### config.mk
export PLATFORM = sky130hd
export DESIGN_NAME = sysctl_regs
export DESIGN_NICKNAME = d
export VERILOG_FILES = /design/src/rtl/sysctl_pkg.sv /design/src/rtl/sysctl_regs.sv
export SDC_FILE = /design/constraint.sdc
export NUM_CORES = 1
export LEC_CHECK = 0
export CORE_ASPECT_RATIO = 1.1
export CORE_MARGIN = 5
export CORE_UTILIZATION = 40
export CTS_BUF_LIST = sky130_fd_sc_hd__clkbuf_8
export DETAILED_ROUTE_END_ITERATION = 8
export DONT_BUFFER_PORTS = 1
export PLACE_DENSITY = 0.61
export SKIP_LAST_GASP = 1
export SYNTH_ARGS = -nofsm -noshare
export SYNTH_HDL_FRONTEND = slang
export SYNTH_SLANG_ARGS = --single-unit
### constraint.sdc
create_clock -name clock_i -period 4.3 [get_ports clock_i]
set_input_delay 0.43 -clock clock_i [delete_from_list [all_inputs] [get_ports clock_i]]
set_output_delay 0.43 -clock clock_i [all_outputs]
set_load 0.005 [all_outputs]
### src/rtl/sysctl_pkg.sv
/*
 * Shared constants for the system control block.
 * Assumes an 8-bit register port and a 50 MHz bus clock.
 */
package sysctl_pkg;
    // ********************
    // Register offsets
    // ********************
    localparam logic [3:0] OFS_CLKOUT = 4'h0;
    localparam logic [3:0] OFS_PNHIGH = 4'h1;
    localparam logic [3:0] OFS_PNLOW = 4'h2;
    localparam logic [3:0] OFS_WAKEUP = 4'h3;
    localparam logic [3:0] OFS_IRQ_STAT = 4'h4;
    localparam logic [3:0] OFS_IRQ_MASK = 4'h5;

    // ********************
    // Field positions
    // ********************
    localparam int BIT_PIN_EN = 4;
    localparam int BIT_FLAG = 7;
    localparam int BIT_ACK = 6;
    localparam int BIT_SRC = 5;
    localparam int BIT_IE = 4;
    localparam int BIT_EV_TIMEOUT = 0;

    // ********************
    // Reset values
    // ********************
    localparam logic [7:0] RST_CLKOUT = 8'h00;
    localparam logic [7:0] RST_WAKEUP = 8'h00;
    localparam logic [7:0] RST_IRQ_MASK = 8'h00;

    // ********************
    // Timing
    // ********************
    // Bus clock and slow oscillator rates in Hz.
    localparam int BUS_CLK_HZ = 50_000_000;
    localparam int SLOW_OSC_HZ = 1_000;
    // Nominal wakeup periods in ms, codes 1 to 7.
    localparam int PER_MS_1 = 8;
    localparam int PER_MS_2 = 32;
    localparam int PER_MS_3 = 64;
    localparam int PER_MS_4 = 128;
    localparam int PER_MS_5 = 256;
    localparam int PER_MS_6 = 512;
    localparam int PER_MS_7 = 1024;
    // Slow oscillator ticks per millisecond.
    localparam int TICKS_PER_MS = SLOW_OSC_HZ / 1_000;
    // Crystal divide ratios, codes 1 to 7.
    localparam int XDIV_1 = 256;
    localparam int XDIV_2 = 1024;
    localparam int XDIV_3 = 2048;
    localparam int XDIV_4 = 4096;
    localparam int XDIV_5 = 8192;
    localparam int XDIV_6 = 16384;
    localparam int XDIV_7 = 32768;
endpackage

### src/rtl/sysctl_regs.sv
/*
 * System control registers: divided clock
 * output, part number and periodic wakeup timer.
 * Assumes one bus clock, an 8-bit register port
 * and slow/crystal clocks arriving as pins.
 */
// The register addresses and the strobed register port were chosen for this implementation.
// Operation
// - Enable bit gates clock onto pin.
// - Output frequency is bus over twice select.
// - Zero select with enable drives pin low.
// - Upper high-id bits reserved, writes ignored.
// - Fixed 12-bit part number, read only.
// - Timeout flag set on wakeup timeout.
// - Writing one to acknowledge clears flag.
// - Source bit picks slow or crystal.
// - Enable bit gates the wakeup interrupt.
// - Zero delay select stops the timer.
// - Slow source periods 8 ms to 1.024 s.
// - Crystal source divides 256 to 32768.
// - Slow oscillator independent of other clocks.
// - Unused control bits read as zero.
`timescale 1ns/1ps

module sysctl_regs
#(
    // Part number; the value is arbitrary.
    parameter logic [11:0] PART_ID = 12'h0_5A3,
    // Width of the wakeup period counter.
    parameter int CNT_W = 16
)
(
    input wire logic clock_i,
    input wire logic resetn_i,
    input wire logic ce_i,
    input wire logic [3:0] addr_i,
    input wire logic [7:0] wr_data_i,
    input wire logic wr_i,
    input wire logic rd_i,
    output logic [7:0] rd_data_o,
    input wire logic slow_osc_i,
    input wire logic xtal_clk_i,
    output logic port_c_bit_two_pin_o,
    output logic clock_out_pin_enable_o,
    output logic wakeup_irq_o,
    output logic sys_irq_o
);
    import sysctl_pkg::*;

    // ********************
    // Elaboration checks
    // ********************
    // The counter must hold the largest ratio.
    if (CNT_W < 16)
    begin : g_bad_cnt
        $error("CNT_W too small for 32768");
    end

    // ********************
    // State
    // ********************
    typedef struct packed {
        logic [7:0] rdata;      // Read data, one cycle late.
        logic pin_en;           // Clock output enable.
        logic [2:0] div_sel;    // Clock divide select.
        logic [2:0] div_cnt;    // Half period counter.
        logic div_q;            // Divided clock phase.
        logic pin_q;            // Registered pin level.
        logic pin_en_q;         // Registered pin ownership.
        logic flag;             // Wakeup timeout flag.
        logic src;              // Wakeup clock source.
        logic ie;               // Wakeup interrupt enable.
        logic [2:0] dly;        // Wakeup delay select.
        logic [CNT_W-1:0] cnt;  // Wakeup period counter.
        logic [7:0] ev_stat;    // Sticky event status.
        logic [7:0] ev_mask;    // Event mask.
        logic wirq;             // Wakeup interrupt level.
        logic sirq;             // Masked event interrupt.
        logic slow_m;           // Slow osc first stage.
        logic slow_s;           // Slow osc second stage.
        logic slow_p;           // Slow osc previous level.
        logic xtal_m;           // Crystal first stage.
        logic xtal_s;           // Crystal second stage.
        logic xtal_p;           // Crystal previous level.
    } state_t;

    state_t state_r;
    state_t state_nxt;

    // ********************
    // Helpers
    // ********************
    // Terminal count of one wakeup period.
    // Slow source counts ms ticks, crystal
    // source counts crystal edges.
    function automatic logic [CNT_W-1:0] term_f
    (
        input logic src,
        input logic [2:0] sel
    );
        int t;
        t = 1;
        if (src)
        begin
            case (sel)
                3'h1: t = XDIV_1;
                3'h2: t = XDIV_2;
                3'h3: t = XDIV_3;
                3'h4: t = XDIV_4;
                3'h5: t = XDIV_5;
                3'h6: t = XDIV_6;
                3'h7: t = XDIV_7;
                default: t = 1;
            endcase
        end
        else
        begin
            case (sel)
                3'h1: t = PER_MS_1 * TICKS_PER_MS;
                3'h2: t = PER_MS_2 * TICKS_PER_MS;
                3'h3: t = PER_MS_3 * TICKS_PER_MS;
                3'h4: t = PER_MS_4 * TICKS_PER_MS;
                3'h5: t = PER_MS_5 * TICKS_PER_MS;
                3'h6: t = PER_MS_6 * TICKS_PER_MS;
                3'h7: t = PER_MS_7 * TICKS_PER_MS;
                default: t = 1;
            endcase
        end
        return CNT_W'(t - 1);
    endfunction

    // Wakeup control register as read back.
    function automatic logic [7:0] wake_rd_f
    (
        input state_t s
    );
        logic [7:0] v;
        v = 8'h00;
        v[BIT_FLAG] = s.flag;
        v[BIT_SRC] = s.src;
        v[BIT_IE] = s.ie;
        v[2:0] = s.dly;
        return v;
    endfunction

    // ********************
    // Next state
    // ********************
    // All state advances here; a low clock
    // enable holds every bit as it stands.
    always_comb
    begin
        logic slow_edge;
        logic xtal_edge;
        logic tick;
        logic timeout;
        logic wr_wake;
        logic ack;
        state_nxt = state_r;
        slow_edge = 1'b0;
        xtal_edge = 1'b0;
        tick = 1'b0;
        timeout = 1'b0;
        wr_wake = 1'b0;
        ack = 1'b0;

        if (ce_i)
        begin
            // slow oscillator is its own
            // pin; synchronised, edge detected on
            // the second stage only.
            state_nxt.slow_m = slow_osc_i;
            state_nxt.slow_s = state_r.slow_m;
            state_nxt.slow_p = state_r.slow_s;
            slow_edge = state_r.slow_s & ~state_r.slow_p;
            state_nxt.xtal_m = xtal_clk_i;
            state_nxt.xtal_s = state_r.xtal_m;
            state_nxt.xtal_p = state_r.xtal_s;
            xtal_edge = state_r.xtal_s & ~state_r.xtal_p;
            // The crystal is sampled, so it must
            // stay below a quarter of the bus rate.

            // ****************
            // Register writes
            // ****************
            wr_wake = wr_i && (addr_i == OFS_WAKEUP);
            if (wr_i)
            begin
                case (addr_i)
                    OFS_CLKOUT:
                    begin
                        state_nxt.pin_en = wr_data_i[BIT_PIN_EN];
                        state_nxt.div_sel = wr_data_i[2:0];
                    end
                    OFS_WAKEUP:
                    begin
                        state_nxt.src = wr_data_i[BIT_SRC];
                        state_nxt.ie = wr_data_i[BIT_IE];
                        state_nxt.dly = wr_data_i[2:0];
                        ack = wr_data_i[BIT_ACK];
                    end
                    OFS_IRQ_STAT:
                    begin
                        // Write one to clear.
                        state_nxt.ev_stat = state_r.ev_stat & ~wr_data_i;
                    end
                    OFS_IRQ_MASK:
                    begin
                        state_nxt.ev_mask = wr_data_i;
                    end
                    default:
                    begin
                        state_nxt.ev_mask = state_r.ev_mask;
                    end
                endcase
            end

            // ****************
            // Register reads
            // ****************
            // Data stands only in the cycle after
            // the strobe; otherwise it reads zero.
            state_nxt.rdata = 8'h00;
            if (rd_i)
            begin
                case (addr_i)
                    OFS_CLKOUT:
                    begin
                        state_nxt.rdata[BIT_PIN_EN] = state_r.pin_en;
                        state_nxt.rdata[2:0] = state_r.div_sel;
                    end
                    OFS_PNHIGH:
                    begin
                        state_nxt.rdata = {4'h0, PART_ID[11:8]};
                    end
                    OFS_PNLOW:
                    begin
                        state_nxt.rdata = PART_ID[7:0];
                    end
                    OFS_WAKEUP:
                    begin
                        state_nxt.rdata = wake_rd_f(state_r);
                    end
                    OFS_IRQ_STAT:
                    begin
                        state_nxt.rdata = state_r.ev_stat;
                    end
                    OFS_IRQ_MASK:
                    begin
                        state_nxt.rdata = state_r.ev_mask;
                    end
                    // Unmapped offsets read zero.
                    default:
                    begin
                        state_nxt.rdata = 8'h00;
                    end
                endcase
            end

            // ****************
            // Clock output
            // ****************
            // toggle every select cycles
            // so one period is twice the select.
            if (state_r.div_sel == 3'h0)
            begin
                state_nxt.div_cnt = 3'h0;
                state_nxt.div_q = 1'b0;
            end
            else if (state_r.div_cnt >= state_r.div_sel - 3'h1)
            begin
                // A shrunk select also lands here,
                // so the counter never runs away.
                state_nxt.div_cnt = 3'h0;
                state_nxt.div_q = ~state_r.div_q;
            end
            else
            begin
                state_nxt.div_cnt = state_r.div_cnt + 3'h1;
            end
            state_nxt.pin_en_q = state_r.pin_en;
            // zero select holds the pin low.
            if (state_r.pin_en && state_r.div_sel != 3'h0)
            begin
                state_nxt.pin_q = state_r.div_q;
            end
            else
            begin
                state_nxt.pin_q = 1'b0;
            end

            // ****************
            // Wakeup timer
            // ****************
            // pick the counting source.
            tick = state_r.src ? xtal_edge : slow_edge;
            // zero select stops and clears.
            // A control write restarts the period
            // so a new rate starts from zero.
            if (state_r.dly == 3'h0 || wr_wake)
            begin
                state_nxt.cnt = '0;
            end
            else if (tick)
            begin
                if (state_r.cnt >= term_f(state_r.src, state_r.dly))
                begin
                    state_nxt.cnt = '0;
                    timeout = 1'b1;
                end
                else
                begin
                    state_nxt.cnt = state_r.cnt + CNT_W'(1);
                end
            end

            // set on timeout; an acknowledge write restarts the period,
            // so no timeout falls in its cycle and the flag clears.
            if (timeout)
            begin
                state_nxt.flag = 1'b1;
            end
            else if (ack)
            begin
                state_nxt.flag = 1'b0;
            end

            // Sticky event bit, set beats clear.
            if (timeout)
            begin
                state_nxt.ev_stat[BIT_EV_TIMEOUT] = 1'b1;
            end

            // interrupt follows flag and
            // enable; gates it.
            state_nxt.wirq = state_nxt.flag & state_nxt.ie;
            state_nxt.sirq = |(state_nxt.ev_stat & state_nxt.ev_mask);
        end
    end

    // ********************
    // State register
    // ********************
    // Reset loads constants only.
    always_ff @(posedge clock_i or negedge resetn_i)
    begin
        if (!resetn_i)
        begin
            state_r <= '0;
            state_r.pin_en <= RST_CLKOUT[BIT_PIN_EN];
            state_r.div_sel <= RST_CLKOUT[2:0];
            state_r.src <= RST_WAKEUP[BIT_SRC];
            state_r.ie <= RST_WAKEUP[BIT_IE];
            state_r.dly <= RST_WAKEUP[2:0];
            state_r.ev_mask <= RST_IRQ_MASK;
        end
        else
        begin
            state_r <= state_nxt;
        end
    end

    // ********************
    // Outputs
    // ********************
    // Every output is a flip-flop.
    assign rd_data_o = state_r.rdata;
    assign port_c_bit_two_pin_o = state_r.pin_q;
    assign clock_out_pin_enable_o = state_r.pin_en_q;
    assign wakeup_irq_o = state_r.wirq;
    assign sys_irq_o = state_r.sirq;

endmodule // sysctl_regs

==> flow_summary.json <==
{
  "slew_violations": 0,
  "gp_congestion": 0.858,
  "ys.flop_type": "dfrtp_1",
  "met3_length_um": 530,
  "worst_path_dominant_cell_family": "simple AND/OR/NAND/NOR gates",
  "layout_commonest_cell": "dfrtp_1",
  "fmax_mhz": 277,
  "power.leakage_nw": 1.80,
  "netlist_instances": 409,
  "hold_violations": 0,
  "period_share": 0.838,
  "synthArstFlopShare": 1.00,
  "critPathKind": "flop to flop",
  "crit_buf_inv": 1,
  "antenna_found_initial": 0,
  "core_sq_um": 9890,
  "dp_hpwl_um": 6880,
  "power_frac_seq": 0.431,
  "regToRegSetupSlack_ns": 0.70,
  "clkTransAtPathRegs_ns": 0.08,
  "arrival_ns": 3.86,
  "drive_gt1_frac": 0.141,
  "ys_warn_count": 0,
  "met2_length_um": 4460,
  "die_y_um": 115,
  "grt_setup_unrepaired": "false",
  "crit_slowest_cell": "dfrtp_1",
  "skew_ns": 0.00924,
  "p_sw_frac": 0.337,
  "globalRouteOverflowTotal": 0,
  "ctsRootBufferMaster": "clkbuf_8",
  "wirelength_um": 9340,
  "post-route-min-period_ns": 3.60,
  "area_growth_pct": 6.38,
  "n_antenna_cell": 0,
  "ios": 31,
  "port_buffers": 0,
  "synth_area_sq_um": 4040,
  "ys_ff_latch": 64,
  "grt_max_degree": 65,
  "path_max_fanout": 12,
  "crit_path_max_incr_delay_ns": 0.53,
  "combPwrFrac": 0.276,
  "slew_headroom": 0.350,
  "vias": 3010,
  "yosysSeqAreaShare": 0.397,
  "initial_core_util": 0.408,
  "maxCapViolations": 0,
  "firstDrtPassIters": 4,
  "hp-class": "input port to flop",
  "cts_setup_buffers": 0,
  "final-setup-viol-count": 0,
  "cp-end-kind": "flop",
  "p_clk_frac": 0.293,
  "insertion_delay_ns": 0.35,
  "cts_tree": "yes",
  "num-nets-final": 441,
  "dr.first_iter.drc_count": 186,
  "synth-edff-count": 0,
  "clock-sinks": 64,
  "tightest_slew_ns": 0.968,
  "avgRoutedWirePerCell_um": 17.9,
  "numCtsBuffers": 9,
  "grt_usage": 0.161,
  "p_per_area_nw_per_um2": 417,
  "layout_common_cells": "dfrtp_1, nand2_1, inv_1",
  "met1_length_um": 4210,
  "rows": 38,
  "syn-num-nets": 452,
  "critPathRequiredTime_ns": 4.55,
  "drc": 0,
  "die_area_sq_um": 12200,
  "grt_pass1_vias": 2983,
  "grt_pass1_wl_um": 15500,
  "intPower_mw": 1.19,
  "postRouteAntennaNets": 0,
  "crit_top_cell": "ha_1",
  "avgSynthCellArea_sq_um": 9.87,
  "worst_hold_slack_ns": 0.167,
  "switchingPower_mw": 0.604,
  "chipWidth_um": 106,
  "ir_worst_vdd_mv": 0.155,
  "fin_setup_tns_ns": 0,
  "clockBufferDepth": 2,
  "top_layer_used": "met4",
  "via_per_inst": 5.76,
  "status": "complete, no violations",
  "synth_cell_types": 63,
  "ctsHtreeMaxLevel": 3,
  "startpoint_type": "flop",
  "path_cells": "nor2_4, nand2_1, ha_1, inv_1, mux2i_1, nor2_1, a31oi_1, ha_1, and4_1, o311ai_0, o32ai_2, nor4b_4, nand2b_1, o31ai_1"
}
## cell usage after synthesis, drive strengths merged, types with 12 or more instances
cell / number / area, sq um
nor2: 14 / 60.1
ha: 24 / 300
nand3: 23 / 115
o21ai: 21 / 105
clkbuf: 12 / 45.0
nand2: 30 / 113
dfrtp: 64 / 1600
inv: 25 / 93.8
a21oi: 24 / 120
mux2: 25 / 282
buf: 13 / 90.1
## metrics by stage
stage | cells | utilization | worst slack, ns | total power, mW | cell area (sq um)
detailed placement | 505 | 0.411 | 0.732 | 1.26 | 4060
CTS | 523 | 0.434 | 0.705 | 1.81 | 4300
global route | 523 | 0.434 | 0.378 | 1.91 | 4300
global placement | 505 | 0.411 | 0.883 | 1.25 | 4060
floorplan | 409 | - | 1.04 | 1.17 | 4040
finish | 523 | 0.434 | 0.695 | 1.79 | 4300
## worst reg2reg max path: stages, from the launching register on
cell and delay, ns:
dfrtp_1 0.53, nor2_4 0.23, nand2_1 0.11, ha_1 0.31
inv_1 0.16, mux2i_1 0.21, nor2_1 0.06, a31oi_1 0.20
ha_1 0.28, and4_1 0.21, o311ai_0 0.13, o32ai_2 0.20
nor4b_4 0.26, nand2b_1 0.29, o31ai_1 0.33
## final cells by class
cell class / count / area (sq um)
Tap cell: 120 / 150
Clock buffer: 9 / 124
Sequential cell: 64 / 1600
Inverter: 25 / 93.8
Timing Repair Buffer: 3 / 45.0
Multi-Input combinational cell: 295 / 2210
Fill cell: 952 / 5590
Clock inverter: 7 / 73.8
## registers in the layout, indices dropped and copies added, names as in the netlist
register,cells
clock_out_pin_enable_o,1
sys_irq_o,1
port_c_bit_two_pin_o,1
wakeup_irq_o,1
rd_data_o,8
state_r,52
## power by group through the flow
stage               Combinational [mW]  Sequential (mW)  Clock (mW)
floorplan                        0.421            0.744           0
global placement                 0.469            0.779           0
detailed placement               0.479            0.783           0
CTS                              0.500            0.771       0.539
global route                     0.557            0.784       0.567
finish                           0.494            0.771       0.525
## routing by layer
layer	up-vias	global-route usage
met3	15	0.0421
met4	0	0.0553
met2	67	0.271
li1	1486	-
met1	1442	0.201
met5	-	0
## cell families after synthesis
kind of cell               Yosys count  synth area share
and+or+nand+nor                    119             0.172
other                                1          0.000928
buffers and inverters               50            0.0567
xor gates and xnor gates             4           0.00868
AOI/OAI and AO/OA                  116             0.207
DFF                                 64             0.397
adders and majority gates           24            0.0743
muxes                               31            0.0846
## what timing repair did
| item | CTS | global route |
|---|---|---|
| hold buffers | 2 | 0 |
| resized for setup | 0 | 0 |
| hold endpoints to repair | 64 | 0 |
## final timing paths
kind,start,end,cells after the start
min in group asynchronous,resetn_i,rd_data_o[7],2
hold / removal,wr_data_i[5],state_r[21],1
setup reg to reg,state_r[42],state_r[39],14
setup / recovery,state_r[42],state_r[39],14
max in group asynchronous,resetn_i,state_r[28],2
hold reg to reg,state_r[0],state_r[0],1
Note: power is estimated with default switching activity, not from simulation.
